`src/common/abu_regs.svh`:
```
// register offsets, field positions, reset values and timing counts of the breakpoint unit
`ifndef ABU_REGS_SVH
`define ABU_REGS_SVH
`define ABU_OFF_CONTROL      8'h00
`define ABU_OFF_FETCH_TARGET 8'h04
`define ABU_OFF_DATA_FULL    8'h08
`define ABU_OFF_COMPAT_VIEW  8'h0c
`define ABU_OFF_PULSE_CFG    8'h10
`define ABU_OFF_STATUS       8'h14
// big-endian numbering: bit n of the docs is lsb bit 31-n
`define ABU_MASK_HI          8
`define ABU_MASK_LO          6
`define ABU_PIN_SEL_BIT      5
`define ABU_USER_BIT         4
`define ABU_PRIV_BIT         3
`define ABU_DXLATE_BIT       2
`define ABU_WRITE_BIT        1
`define ABU_LOAD_BIT         0
`define ABU_IBP_EN_BIT       1
`define ABU_IXLATE_BIT       0
`define ABU_FAULT_CAUSE_BIT  22
`define ABU_SAVED_TRACE_BIT  20
`define ABU_CTRL_RESET       32'h0000_0000
`define ABU_TARGET_RESET     32'h0000_0000
`define ABU_CTRL_WMASK       32'h0000_01ff
`define ABU_PULSE_DELAY      3
`endif

```
`src/common/abu_pkg.sv`:
```
// types shared by the breakpoint unit
package abu_pkg;
  typedef enum logic [2:0] {
    ABU_REF_NONE,
    ABU_REF_LOAD,
    ABU_REF_STORE,
    ABU_REF_ZERO_BLOCK,
    ABU_REF_CACHE_OP,
    ABU_REF_COND_STORE
  } abu_ref_e;
  typedef struct packed {
    logic        valid;
    abu_ref_e    kind;
    logic [31:0] effective_location;
    logic [5:0]  size;
    logic        higher_trap;
    logic        data_xlate_on;
    logic        user_mode_flag;
  } abu_data_ref_s;
  typedef struct packed {
    logic        valid;
    logic [31:0] location;
    logic        higher_trap;
    logic        fetch_xlate_on;
  } abu_fetch_ref_s;
  typedef struct packed {
    logic        data_storage_int;
    logic [31:0] storage_fault_cause;
    logic [31:0] fault_location_reg;
    logic        trace_int;
    logic [31:0] saved_state_reg;
  } abu_exc_s;
endpackage

```
`src/abu_breakpoint_unit.sv`:
```
// address breakpoint unit: registers over axi4-lite, match logic, exception and strobe
//
// Implementation choices: register access over AXI4-Lite and the placing of the registers.
`timescale 1ns/10ps
`include "abu_regs.svh"
// bit numbering: documented bit n of a register is lsb bit 31-n here
// pipeline side: one data and one fetch reference per clock, level qualified
// pin side: bus_tick is the bus clock sampled as data, three flops deep
// status word counts cycles with a hit that would have been taken, in either mode
module abu_breakpoint_unit #(
  parameter int PULSE_DELAY = `ABU_PULSE_DELAY
) (
  input  wire logic                   aclk,
  input  wire logic                   aresetn,
  input  wire logic                   bus_tick,
  input  wire abu_pkg::abu_data_ref_s  data_ref,
  input  wire abu_pkg::abu_fetch_ref_s fetch_ref,
  output abu_pkg::abu_exc_s           exc,
  output logic                        debug_pulse,
  input  wire logic [7:0]             s_axi_awaddr,
  input  wire logic                   s_axi_awvalid,
  output logic                        s_axi_awready,
  input  wire logic [31:0]            s_axi_wdata,
  input  wire logic [3:0]             s_axi_wstrb,
  input  wire logic                   s_axi_wvalid,
  output logic                        s_axi_wready,
  output logic [1:0]                  s_axi_bresp,
  output logic                        s_axi_bvalid,
  input  wire logic                   s_axi_bready,
  input  wire logic [7:0]             s_axi_araddr,
  input  wire logic                   s_axi_arvalid,
  output logic                        s_axi_arready,
  output logic [31:0]                 s_axi_rdata,
  output logic [1:0]                  s_axi_rresp,
  output logic                        s_axi_rvalid,
  input  wire logic                   s_axi_rready
);

  // software-visible state
  logic [31:0] bp_control;
  logic [31:0] fetch_bp_target;
  logic [31:0] data_bp_target_full;
  logic        pulse_idle_level;
  logic [31:0] hit_count;
  // write address and data held until both halves are in
  logic [7:0]  aw_addr;
  logic        aw_held;
  logic [31:0] w_data;
  logic [3:0]  w_strb;
  logic        w_held;
  // bus-cycle tick synchroniser and pulse sequencer
  logic        bus_tick_s1;
  logic        bus_tick_s2;
  logic        bus_tick_s3;
  logic        strobe_req;
  logic [3:0]  delay_cnt;
  logic        pulse_active;

  // merge byte strobes into an old word
  function automatic logic [31:0] merge_bytes(input logic [31:0] old, input logic [31:0] nw,
                                              input logic [3:0] strb);
    logic [31:0] r;
    r = old;
    for (int i = 0; i < 4; i++) begin
      if (strb[i]) begin
        r[i*8 +: 8] = nw[i*8 +: 8];
      end
    end
    return r;
  endfunction

  // decode an offset; unmapped answers slverr
  function automatic logic mapped(input logic [7:0] a);
    return a == `ABU_OFF_CONTROL || a == `ABU_OFF_FETCH_TARGET || a == `ABU_OFF_DATA_FULL ||
           a == `ABU_OFF_COMPAT_VIEW || a == `ABU_OFF_PULSE_CFG || a == `ABU_OFF_STATUS;
  endfunction

  ////////////////////////////////////////////////////////////////////////////////
  // data and fetch breakpoint match
  logic [2:0]  cmp_mask;
  logic [31:0] ref_first;
  logic [31:0] ref_last;
  logic [7:0]  byte_hit;
  logic        addr_hit;
  logic        kind_hit;
  logic        data_hit;
  logic        fetch_hit;
  logic        any_hit;

  always_comb begin
    cmp_mask = bp_control[`ABU_MASK_HI:`ABU_MASK_LO];
    // zero-block covers the whole 32-byte block for any nonzero size
    if (data_ref.kind == abu_pkg::ABU_REF_ZERO_BLOCK) begin
      ref_first = {data_ref.effective_location[31:5], 5'b0_0000};
      ref_last  = {data_ref.effective_location[31:5], 5'b1_1111};
    end else begin
      ref_first = data_ref.effective_location;
      // a reference running past the top of the address space would wrap here;
      // the pipeline never issues one, so the overlap test does not guard it
      ref_last  = data_ref.effective_location + {26'h000_0000, data_ref.size} - 32'h0000_0001;
    end
    // any matching byte inside the reference is a hit; zero bytes touch nothing
    addr_hit = (|byte_hit) && (data_ref.size != 6'd0);
    case (data_ref.kind)
      abu_pkg::ABU_REF_LOAD:       kind_hit = bp_control[`ABU_LOAD_BIT];
      abu_pkg::ABU_REF_STORE:      kind_hit = bp_control[`ABU_WRITE_BIT];
      abu_pkg::ABU_REF_ZERO_BLOCK: kind_hit = bp_control[`ABU_WRITE_BIT];
      abu_pkg::ABU_REF_COND_STORE: kind_hit = bp_control[`ABU_WRITE_BIT];
      default:                     kind_hit = 1'b0;
    endcase
    // kind, translation and mode bits also qualify data hits; strictly mask-independent for fetches
    data_hit = data_ref.valid && addr_hit && kind_hit
             && (data_ref.data_xlate_on == bp_control[`ABU_DXLATE_BIT])
             && ((bp_control[`ABU_USER_BIT] && data_ref.user_mode_flag)
              || (bp_control[`ABU_PRIV_BIT] && !data_ref.user_mode_flag));
    fetch_hit = fetch_ref.valid && fetch_bp_target[`ABU_IBP_EN_BIT]
              && (fetch_ref.location[31:2] == fetch_bp_target[31:2])
              && (fetch_ref.fetch_xlate_on == fetch_bp_target[`ABU_IXLATE_BIT]);
    // a higher-priority trap on the same operation wins over the break
    any_hit = (data_hit && !data_ref.higher_trap) || (fetch_hit && !fetch_ref.higher_trap);
  end

  // one candidate byte per position of the target doubleword; the mask may
  // leave holes in the matching set, so a single range test is not enough
  for (genvar j = 0; j < 8; j++) begin : g_byte
    logic [31:0] cand;
    assign cand        = {data_bp_target_full[31:3], 3'(j)};
    assign byte_hit[j] = ((3'(j) ^ data_bp_target_full[2:0]) & cmp_mask) == 3'b000
                       && cand >= ref_first && cand <= ref_last;
  end

  ////////////////////////////////////////////////////////////////////////////////
  // exception outputs, registered one cycle after the reference
  // breakpoints rank below every other storage fault: a trap flagged on the
  // same reference wins and the break is dropped
  always_ff @(posedge aclk) begin
    if (!aresetn) begin
      exc <= '0;
    end else begin
      exc <= '0;
      if (!bp_control[`ABU_PIN_SEL_BIT]) begin
        if (data_hit && !data_ref.higher_trap) begin
          exc.data_storage_int                          <= 1'b1;
          exc.storage_fault_cause[`ABU_FAULT_CAUSE_BIT] <= 1'b1;
          exc.fault_location_reg                        <= data_ref.effective_location;
        end
        if (fetch_hit && !fetch_ref.higher_trap) begin
          exc.trace_int                              <= 1'b1;
          exc.saved_state_reg[`ABU_SAVED_TRACE_BIT]  <= 1'b1;
        end
      end
    end
  end

  ////////////////////////////////////////////////////////////////////////////////
  // bus-cycle tick comes from the bus clock domain: synchronise and edge-detect
  // the first stage may go metastable, so only the second and third ones feed logic
  always_ff @(posedge aclk) begin
    if (!aresetn) begin
      bus_tick_s1 <= 1'b0;
      bus_tick_s2 <= 1'b0;
      bus_tick_s3 <= 1'b0;
    end else begin
      bus_tick_s1 <= bus_tick;
      bus_tick_s2 <= bus_tick_s1;
      bus_tick_s3 <= bus_tick_s2;
    end
  end

  logic bus_edge;
  assign bus_edge = bus_tick_s2 && !bus_tick_s3;

  // a pending request is taken by a bus edge that finds the sequencer idle
  logic capture;
  logic seq_counting;
  assign capture      = bus_edge && strobe_req && delay_cnt == 4'd0 && !pulse_active;
  assign seq_counting = delay_cnt != 4'd0;

  // request held until a bus edge takes it; a hit in the capture cycle or during
  // the delay is covered by the pulse still to come, so it merges instead of
  // queueing a second pulse; a hit during the pulse itself queues a new one
  always_ff @(posedge aclk) begin
    if (!aresetn) begin
      strobe_req <= 1'b0;
    end else if (capture) begin
      strobe_req <= 1'b0;
    end else if (any_hit && bp_control[`ABU_PIN_SEL_BIT] && !seq_counting) begin
      strobe_req <= 1'b1;
    end
  end

  // delay a few bus cycles, then invert the idle level for one bus cycle
  // limitation: a delay of zero never fires, keep PULSE_DELAY at one or more
  always_ff @(posedge aclk) begin
    if (!aresetn) begin
      delay_cnt    <= 4'd0;
      pulse_active <= 1'b0;
    end else if (bus_edge) begin
      if (pulse_active) begin
        pulse_active <= 1'b0;
      end else if (delay_cnt != 4'd0) begin
        if (delay_cnt == 4'd1) begin
          pulse_active <= 1'b1;
        end
        delay_cnt <= delay_cnt - 4'd1;
      end else if (strobe_req) begin
        delay_cnt <= 4'(PULSE_DELAY);
      end
    end
  end

  // registered so the pin never glitches between bus cycles
  always_ff @(posedge aclk) begin
    if (!aresetn) begin
      debug_pulse <= 1'b0;
    end else begin
      debug_pulse <= pulse_active ? !pulse_idle_level : pulse_idle_level;
    end
  end

  // count cycles with a taken breakpoint for software visibility
  // wraps silently; software reads differences, not absolute values
  always_ff @(posedge aclk) begin
    if (!aresetn) begin
      hit_count <= 32'h0000_0000;
    end else if (any_hit) begin
      hit_count <= hit_count + 32'h0000_0001;
    end
  end

  ////////////////////////////////////////////////////////////////////////////////
  // axi write channels: address and data taken in either order
  // ready toggles while idle: a waiting valid is taken within two cycles,
  // traded for a cycle of throughput that this slow register port never needs
  logic do_write;
  assign do_write = aw_held && w_held && !s_axi_bvalid;

  always_ff @(posedge aclk) begin
    if (!aresetn) begin
      aw_held       <= 1'b0;
      w_held        <= 1'b0;
      aw_addr       <= 8'h00;
      w_data        <= 32'h0000_0000;
      w_strb        <= 4'h0;
      s_axi_awready <= 1'b0;
      s_axi_wready  <= 1'b0;
      s_axi_bvalid  <= 1'b0;
      s_axi_bresp   <= 2'b00;
    end else begin
      s_axi_awready <= !aw_held && !s_axi_awready;
      s_axi_wready  <= !w_held && !s_axi_wready;
      if (s_axi_awvalid && s_axi_awready) begin
        aw_held       <= 1'b1;
        aw_addr       <= s_axi_awaddr;
        s_axi_awready <= 1'b0;
      end
      if (s_axi_wvalid && s_axi_wready) begin
        w_held       <= 1'b1;
        w_data       <= s_axi_wdata;
        w_strb       <= s_axi_wstrb;
        s_axi_wready <= 1'b0;
      end
      if (do_write) begin
        s_axi_bvalid <= 1'b1;
        s_axi_bresp  <= mapped(aw_addr) && aw_addr != `ABU_OFF_STATUS ? 2'b00 : 2'b10;
      end
      if (s_axi_bvalid && s_axi_bready) begin
        s_axi_bvalid <= 1'b0;
        aw_held      <= 1'b0;
        w_held       <= 1'b0;
      end
    end
  end

  // register updates; compat view writes reach both target and control
  // unmapped offsets and the read-only status word fall to the default arm
  always_ff @(posedge aclk) begin
    if (!aresetn) begin
      bp_control          <= `ABU_CTRL_RESET;
      fetch_bp_target     <= `ABU_TARGET_RESET;
      data_bp_target_full <= `ABU_TARGET_RESET;
      pulse_idle_level    <= 1'b0;
    end else if (do_write) begin
      case (aw_addr)
        `ABU_OFF_CONTROL:      bp_control <= merge_bytes(bp_control, w_data, w_strb)
                                             & `ABU_CTRL_WMASK;
        `ABU_OFF_FETCH_TARGET: fetch_bp_target <= merge_bytes(fetch_bp_target, w_data, w_strb);
        `ABU_OFF_DATA_FULL:    data_bp_target_full <= merge_bytes(data_bp_target_full, w_data,
                                                                  w_strb);
        `ABU_OFF_COMPAT_VIEW: begin
          // whole-word semantics: strobes ignored, the alias is one field set
          data_bp_target_full     <= {w_data[31:3], 3'b000};
          bp_control[`ABU_DXLATE_BIT] <= w_data[2];
          bp_control[`ABU_WRITE_BIT]  <= w_data[1];
          bp_control[`ABU_LOAD_BIT]   <= w_data[0];
          bp_control[`ABU_USER_BIT]   <= 1'b1;
          bp_control[`ABU_PRIV_BIT]   <= 1'b1;
        end
        `ABU_OFF_PULSE_CFG:    pulse_idle_level <= w_strb[0] ? w_data[0] : pulse_idle_level;
        default: ;
      endcase
    end
  end

  ////////////////////////////////////////////////////////////////////////////////
  // axi read channel: one read at a time, answer one cycle after the address
  // read data is loaded with the address only and stands until taken
  always_ff @(posedge aclk) begin
    if (!aresetn) begin
      s_axi_arready <= 1'b0;
      s_axi_rvalid  <= 1'b0;
      s_axi_rdata   <= 32'h0000_0000;
      s_axi_rresp   <= 2'b00;
    end else begin
      s_axi_arready <= !s_axi_rvalid && !s_axi_arready;
      if (s_axi_arvalid && s_axi_arready) begin
        s_axi_arready <= 1'b0;
        s_axi_rvalid  <= 1'b1;
        s_axi_rresp   <= mapped(s_axi_araddr) ? 2'b00 : 2'b10;
        case (s_axi_araddr)
          `ABU_OFF_CONTROL:      s_axi_rdata <= bp_control;
          `ABU_OFF_FETCH_TARGET: s_axi_rdata <= fetch_bp_target;
          `ABU_OFF_DATA_FULL:    s_axi_rdata <= data_bp_target_full;
          `ABU_OFF_COMPAT_VIEW:  s_axi_rdata <= {data_bp_target_full[31:3],
                                                 bp_control[`ABU_DXLATE_BIT],
                                                 bp_control[`ABU_WRITE_BIT],
                                                 bp_control[`ABU_LOAD_BIT]};
          `ABU_OFF_PULSE_CFG:    s_axi_rdata <= {31'h0000_0000, pulse_idle_level};
          `ABU_OFF_STATUS:       s_axi_rdata <= hit_count;
          default:               s_axi_rdata <= 32'h0000_0000;
        endcase
      end else if (s_axi_rvalid && s_axi_rready) begin
        s_axi_rvalid <= 1'b0;
      end
    end
  end

endmodule
```
`config.mk`:
```
export PLATFORM = sky130hd
export DESIGN_NAME = abu_breakpoint_unit
export DESIGN_NICKNAME = d
export VERILOG_FILES = /design/src/common/abu_pkg.sv /design/src/abu_breakpoint_unit.sv
export VERILOG_INCLUDE_DIRS = /design/src /design/src/common
export SDC_FILE = /design/constraint.sdc
export NUM_CORES = 1
export LEC_CHECK = 0
export ABC_CLOCK_PERIOD_IN_PS = 8700
export BUFFER_PORTS_ARGS = -buffer_cell sky130_fd_sc_hd__buf_2
export CAP_MARGIN = 40
export CORE_ASPECT_RATIO = 2
export CORE_MARGIN = 2
export CORE_UTILIZATION = 35
export CTS_CLUSTER_DIAMETER = 30
export DETAILED_ROUTE_END_ITERATION = 10
export GPL_ROUTABILITY_DRIVEN = 0
export PLACE_DENSITY = 0.6
export SLEW_MARGIN = 20
export SYNTH_ARGS = -nofsm -noshare
export SYNTH_HDL_FRONTEND = slang
export SYNTH_SLANG_ARGS = --single-unit
```
`constraint.sdc`:
```
create_clock -name aclk -period 8.7 [get_ports aclk]
set_input_delay 1.74 -clock aclk [delete_from_list [all_inputs] [get_ports aclk]]
set_output_delay 1.74 -clock aclk [all_outputs]
set_load 0.01 [all_outputs]
```
After elaboration in Yosys (flattened, before gate mapping)
Index checks and enable logic that the tools add are counted.
{ "totals": {"register_bits": 299, "latchBits": 0, "mem_bits_rw": 0, "mem_bits_ro": 0, "inputBits": 140, "mem_count": 0} }
{ "op_classes": {"addsub": 4, "multipliers": 0, "n_div": 0, "n_lt_le_gt_ge": 16, "eq_ne": 24, "n_shift": 0, "n_mux": 24, "n_bitwise": 18, "n_reduce_logical": 110} }
{ "op_table": {"columns": ["operator", "n"], "rows": [
  ["32-bit greater-or-equal comparator", 8],
  ["32-bit <= comparator", 8],
  ["32-bit case mux with 6 select lines", 1],
  ["32-bit case mux with 2 select lines", 1],
  ["1-bit logical AND", 45],
  ["3-bit AND reduction", 13],
  ["32-bit by 1-bit adder with 32-bit output (second input constant)", 1],
  ["32-bit by 6-bit adder with 32-bit output", 1],
  ["8-bit by 4-bit == test with 1-bit output (second input constant)", 4],
  ["8-bit by 5-bit == test with 1-bit output (second input constant)", 4],
  ["32-bit two-way mux", 1],
  ["8-bit two-way mux", 4],
  ["32-bit by 1-bit subtractor with 32-bit output (second input constant)", 1],
  ["30-bit == test", 1],
  ["3-bit AND", 8],
  ["3-bit zero test", 8],
  ["8-bit by 3-bit == test with 1-bit output (second input constant)", 2],
  ["8-bit zero test", 2],
  ["1-bit zero test", 14],
  ["1-bit logical OR", 12],
  ["2-bit OR reduction", 6],
  ["5-bit two-way mux", 2],
  ["2-bit != test (second input constant)", 5],
  ["5-bit case mux with 2 select lines", 1],
  ["20 further kinds", 43]
]} }

Logic depth before layout (Yosys ltp)
{ "logic_depth": {"depth_word": 15, "mapped_depth": 28} }

Worst setup path after synthesis
OpenSTA, ideal clock, no wires.
{ "synth_timing": {"path_type": "in2reg", "from": "input port data_ref[10] in the netlist's numbering", "to": "register strobe_req", "setup_ns": 0.115, "arrival_ns": 6.880, "required_ns": 8.585, "setup_slack_ns": 1.706, "stages": 27, "n_path_buf": 2, "path_cell_list": "inv_1 ha_1 inv_1 ha_1 fa_1 nand2_1 a21o_1 a211oi_1 o31a_1 o22a_1 o311a_1 or2_2 a31oi_1 xnor2_1 mux2i_1 ha_1 nand4_1 nor4_1 nand2_1 or4_4 a21oi_2 o221ai_2 o31ai_4 buf_6 buf_6 a21oi_1 o21a_1"} }
{ "synth_between": {"elab_chain_len": 15} }
{ "synth_lines": {"columns": ["item", "line_no", "source"], "rows": [
  ["from (decl)", "abu_breakpoint_unit.sv:16", "input wire abu_pkg::abu_data_ref_s data_ref,"],
  ["32-bit by 6-bit adder with 32-bit output", "abu_breakpoint_unit.sv:100", "ref_last = data_ref.effective_location + {26'h000_0000, data_ref.size} - 32'h0000_0001;"],
  ["32-bit by 1-bit subtractor with 32-bit output", "abu_breakpoint_unit.sv:100", null],
  ["32-bit two-way mux", "abu_breakpoint_unit.sv:93", "if (data_ref.kind == abu_pkg::ABU_REF_ZERO_BLOCK) begin"],
  ["32-bit <= comparator", "abu_breakpoint_unit.sv:129", "&& cand >= ref_first && cand <= ref_last;"],
  ["1-bit logical AND", "abu_breakpoint_unit.sv:129", null],
  ["8-bit OR reduction *", "abu_breakpoint_unit.sv:103", "addr_hit = (|byte_hit) && (data_ref.size != 6'd0);"],
  ["1-bit logical AND *", "abu_breakpoint_unit.sv:103", null],
  ["1-bit logical AND * (4 in series)", "abu_breakpoint_unit.sv:112", "data_hit = data_ref.valid && addr_hit && kind_hit"],
  ["1-bit logical AND *", "abu_breakpoint_unit.sv:120", "any_hit = (data_hit && !data_ref.higher_trap) || (fetch_hit && !fetch_ref.higher_trap);"],
  ["1-bit logical OR *", "abu_breakpoint_unit.sv:120", null],
  ["1-bit logical AND * (2 in series)", "abu_breakpoint_unit.sv:187", "end else if (any_hit && bp_control[`ABU_PIN_SEL_BIT] && !seq_counting) begin"],
  ["to (signal assigned)", "abu_breakpoint_unit.sv:184", "strobe_req <= 1'b0;"],
  ["to (signal assigned)", "abu_breakpoint_unit.sv:186", "strobe_req <= 1'b0;"],
  ["to (signal assigned)", "abu_breakpoint_unit.sv:188", "strobe_req <= 1'b1;"],
  ["to (decl)", "abu_breakpoint_unit.sv:55", "logic strobe_req;"]
]} }
Every way passes the cells marked *; elsewhere a longest branch is shown, timed or not.
A chain may end at the register's enable or synchronous reset.

Final worst setup path
{ "layout_timing": {"from": "input port data_ref[11] in the netlist's numbering", "to": "register hit_count[25]"} }
{ "layout_between": {"elab_chain_len": 13} }
{ "layout_lines": {"columns": ["item", "line_no", "source"], "rows": [
  ["32-bit by 6-bit adder with 32-bit output", "abu_breakpoint_unit.sv:100", null],
  ["32-bit by 1-bit subtractor with 32-bit output", "abu_breakpoint_unit.sv:100", null],
  ["32-bit two-way mux", "abu_breakpoint_unit.sv:93", null],
  ["32-bit <= comparator", "abu_breakpoint_unit.sv:129", null],
  ["1-bit logical AND", "abu_breakpoint_unit.sv:129", null],
  ["8-bit OR reduction *", "abu_breakpoint_unit.sv:103", null],
  ["1-bit logical AND *", "abu_breakpoint_unit.sv:103", null],
  ["1-bit logical AND * (4 in series)", "abu_breakpoint_unit.sv:112", null],
  ["1-bit logical AND *", "abu_breakpoint_unit.sv:120", null],
  ["1-bit logical OR *", "abu_breakpoint_unit.sv:120", null],
  ["to (signal assigned)", "abu_breakpoint_unit.sv:227", "hit_count <= hit_count + 32'h0000_0001;"],
  ["to (decl)", "abu_breakpoint_unit.sv:44", "logic [31:0] hit_count;"]
]} }
Marked as above.

==> out/qor.txt <==
Status - complete, no violations
Slew of the pin with the lowest slew margin - 0.824 ns
Ant diodes - 0
Final Power - 0.00282 W
Simple-gate share of the synthesized area - 21.2%
Compound-Gate Fraction of Synth Area - 16.5%
Hold buffer count at cts - 0
CTS Sinks - 235
Final #Nets - 2137
Vias per cell - 5.31
Hold Crit Class - flip-flop to flip-flop
Die Y - 286 um
Fin. Hold Viols - 0
Avg Inst Size Synth - 8.14 um^2
Tmin final - 7.81 ns
Met1 Usage GRT - 22.3%
M2 GR Usage - 40.2%
Main combinational cell family by area after synthesis - simple AND/OR/NAND/NOR gates
Root Buffer - clkbuf_16
Worst path slowest cell - o31ai_4
Critical Path Source Type - input port
Worst skew pair latency - 0.59 ns
Post-synthesis sequential area ratio - 33.8%
CTS tree - built
Synth Register Bits - 235
Largest net degree at the start of global routing - 86
CP max FO - 11
Layout area overhead - 17.8%
Yosys warns - 0
Post-synthesis xor/xnor area fraction - 3.46%
Worst path max stage delay - 0.57 ns
PD cells - 172 nW/um^2
Core Area - 39400 um^2
Initial DRC Count - 844
Setup crit end kind - flip-flop
Slew Limit Fails - 0
FILL cells - 4088
Fin crit share - 89.8%
Max cap viols - 0
Slew headroom - 44.6%
Met3 Usage GRT - 2.37%
Gr usage total - 20.8%
Post-CTS sizing - 0
Die span in x - 145 um
Setup bufs post-CTS - 0
Initial Util - 35.3%
# H-tree levels - 1
Post-DRT Antenna Nets - 0
Mux share of post-synthesis cell area - 8.05%
Drt pass-1 iters - 9
CTS clock-pin slew for the worst setup and hold paths - 0.06 ns
Top Ports - 280
Worst setup margin - 0.891 ns
Post-Synth Adder-Cell Area - 9.03%
Fin Setup TNS - 0 ns
Initial antenna violation count - 0
Post-Syn Instances - 1712
First-pass GRT wire length - 68800 um
Vias in the first global route - 12.8k
Leakage - 7.46 nW
Place WS - 0.454 ns
Reg2reg setup slack - 4.58 ns
DRC - 0
CP required - 9.17 ns
Share of cells above drive strength 1 - 16.2%
Site Rows - 103
Max rail drop VDD - 0.174 mV
Worst setup path class - input port to flip-flop
Die footprint - 41500 um^2
Primary FF master, synth - dfxtp_1
Drt total wl - 44800 um
Max Root-Sink Buffers - 3
# setup viols final - 0
Num CTS Buffers - 31
Crit path DAT - 8.28 ns
WL per Instance - 18.3 um
Max Freq - 0.128 GHz
Top Usage Layer GRT - met2
Clk_skew - 0.0176 ns
RSZ-0062 raised after global routing - no
Number of flops mapped to enable cells by yosys - 0
Async SR Flop Fraction - 0%
PortBufs - 213
Cell Area, Synth - 13900 um^2
Via count - 13.0k
Yosys cell types - 72
Hpwl dp - 34700 um
Grt total ovfl - 0
-- kinds of logic after synthesis --
kind of cell | count (synthesis)
AND/OR/NAND/NOR | 622
XOR/XNOR | 55
adder cells (fa/ha/maj) | 100
multiplexers | 112
buffers and inverters | 223
other | 1
flip-flops | 235
AO/OA/AOI/OAI | 364
-- synth_stat cells (5+ instances only) --
| cell | count | area [um^2] |
|---|---|---|
| xnor2_1 | 36 | 315 |
| nand4_1 | 34 | 213 |
| a21oi_1 | 176 | 881 |
| nor2b_1 | 9 | 56.3 |
| nor2_1 | 188 | 706 |
| o21a_1 | 13 | 97.6 |
| o211ai_1 | 5 | 37.5 |
| a22oi_1 | 17 | 128 |
| mux2i_1 | 112 | 1120 |
| nand2_1 | 181 | 679 |
| xor2_1 | 19 | 166 |
| a31oi_1 | 8 | 50.1 |
| or2_2 | 7 | 43.8 |
| nor4_1 | 42 | 263 |
| buf_4 | 66 | 495 |
| and3_1 | 17 | 106 |
| nand3_1 | 40 | 200 |
| clkbuf_1 | 72 | 270 |
| nor3_1 | 30 | 150 |
| buf_1 | 6 | 22.5 |
| nand2b_1 | 35 | 219 |
| and2_1 | 11 | 68.8 |
| a222oi_1 | 25 | 250 |
| nand3b_1 | 7 | 52.6 |
| o21ai_0 | 47 | 235 |
| dfxtp_1 | 235 | 4700 |
| a21o_1 | 22 | 165 |
| inv_1 | 73 | 274 |
| ha_1 | 99 | 1240 |
| a211oi_1 | 12 | 90.1 |
-- layout by cell type, fill, tap and decap left out, drive strengths merged, types with 7 or more instances in the layout --
| cell | count |
|---|---|
| buf | 239 |
| dfxtp | 235 |
| nor2 | 188 |
| nand2 | 181 |
| a21oi | 177 |
| mux2i | 112 |
| ha | 99 |
| inv | 77 |
| conb | 64 |
| o21ai | 51 |
| nor4 | 44 |
| nand3 | 40 |
| clkbuf | 38 |
| xnor2 | 36 |
| nand2b | 35 |
| nand4 | 34 |
| nor3 | 30 |
| a222oi | 25 |
| a21o | 22 |
| xor2 | 19 |
| and3 | 17 |
| a22oi | 17 |
| o21a | 13 |
| a211oi | 12 |
| and2 | 11 |
| nor2b | 9 |
| a31oi | 9 |
| nand3b | 7 |
| or2 | 7 |
-- per-stage QoR --
stage | instances | hold WS, ns | area [um^2] | utilization [%]
3_3_place_gp | 2384 | 0.423 | 15200 | 38.6
2_1_floorplan | 1775 | 0.412 | 14200 | -
5_1_grt | 2444 | 0.446 | 16400 | 41.6
3_5_place_dp | 2386 | 0.422 | 15200 | 38.7
4_1_cts | 2441 | 0.439 | 16300 | 41.5
6_report | 2444 | 0.433 | 16400 | 41.6
-- state kept, by name, summed over array words and instances (netlist names), 4 cells and up --
name,count
exc,34
data_bp_target_full,32
fetch_bp_target,32
hit_count,32
s_axi_rdata,32
w_data,32
bp_control,9
aw_addr,8
delay_cnt,4
w_strb,4
-- routing by layer --
layer	wire length, um	up-vias
met4	2030	0
met1	17000	6080
li1	-	6321
met2	23500	488
met3	2270	99
met5	0	-
-- layout make-up --
cell class	count	area [um^2]	area share, %
clock buffers	38	822	5.01
repair buffers	239	1300	7.92
flip-flops and latches	235	4700	28.7
clock inverters	17	277	1.69
multi-input cells	1317	8370	51.0
inverters	73	277	1.69
well taps	525	657	4.00
-- path summary, 6_finish.rpt --
kind / cells after the start / end / start
setup reg to reg: 12 / hit_count[25]$_SDFFE_PN0P_ / data_bp_target_full[27]$_SDFFE_PN0P_
setup / recovery: 27 / hit_count[25]$_SDFFE_PN0P_ / data_ref[11]
hold / removal: 1 / bus_tick_s2$_SDFF_PN0_ / bus_tick_s1$_SDFF_PN0_
hold reg to reg: 1 / bus_tick_s2$_SDFF_PN0_ / bus_tick_s1$_SDFF_PN0_
-- critical path: cells and delay by family --
kind	cells	cell delay [ns]
AOI/OAI and AO/OA	12	3.45
xor gates and xnor gates	1	0.20
muxes	2	0.24
and+or+nand+nor	4	1.11
buffers and inverters	5	0.65
adders and majority gates	3	0.86
-- power breakdown --
part	internal, W	leakage [nW]	switching (W)
clock	0.000830	0.524	0.000523
sequential	0.00109	1.90	0.0000126
combinational	0.000142	5.04	0.000226
total	0.00206	7.46	0.000761
Note: power is estimated with default switching activity, not from simulation.
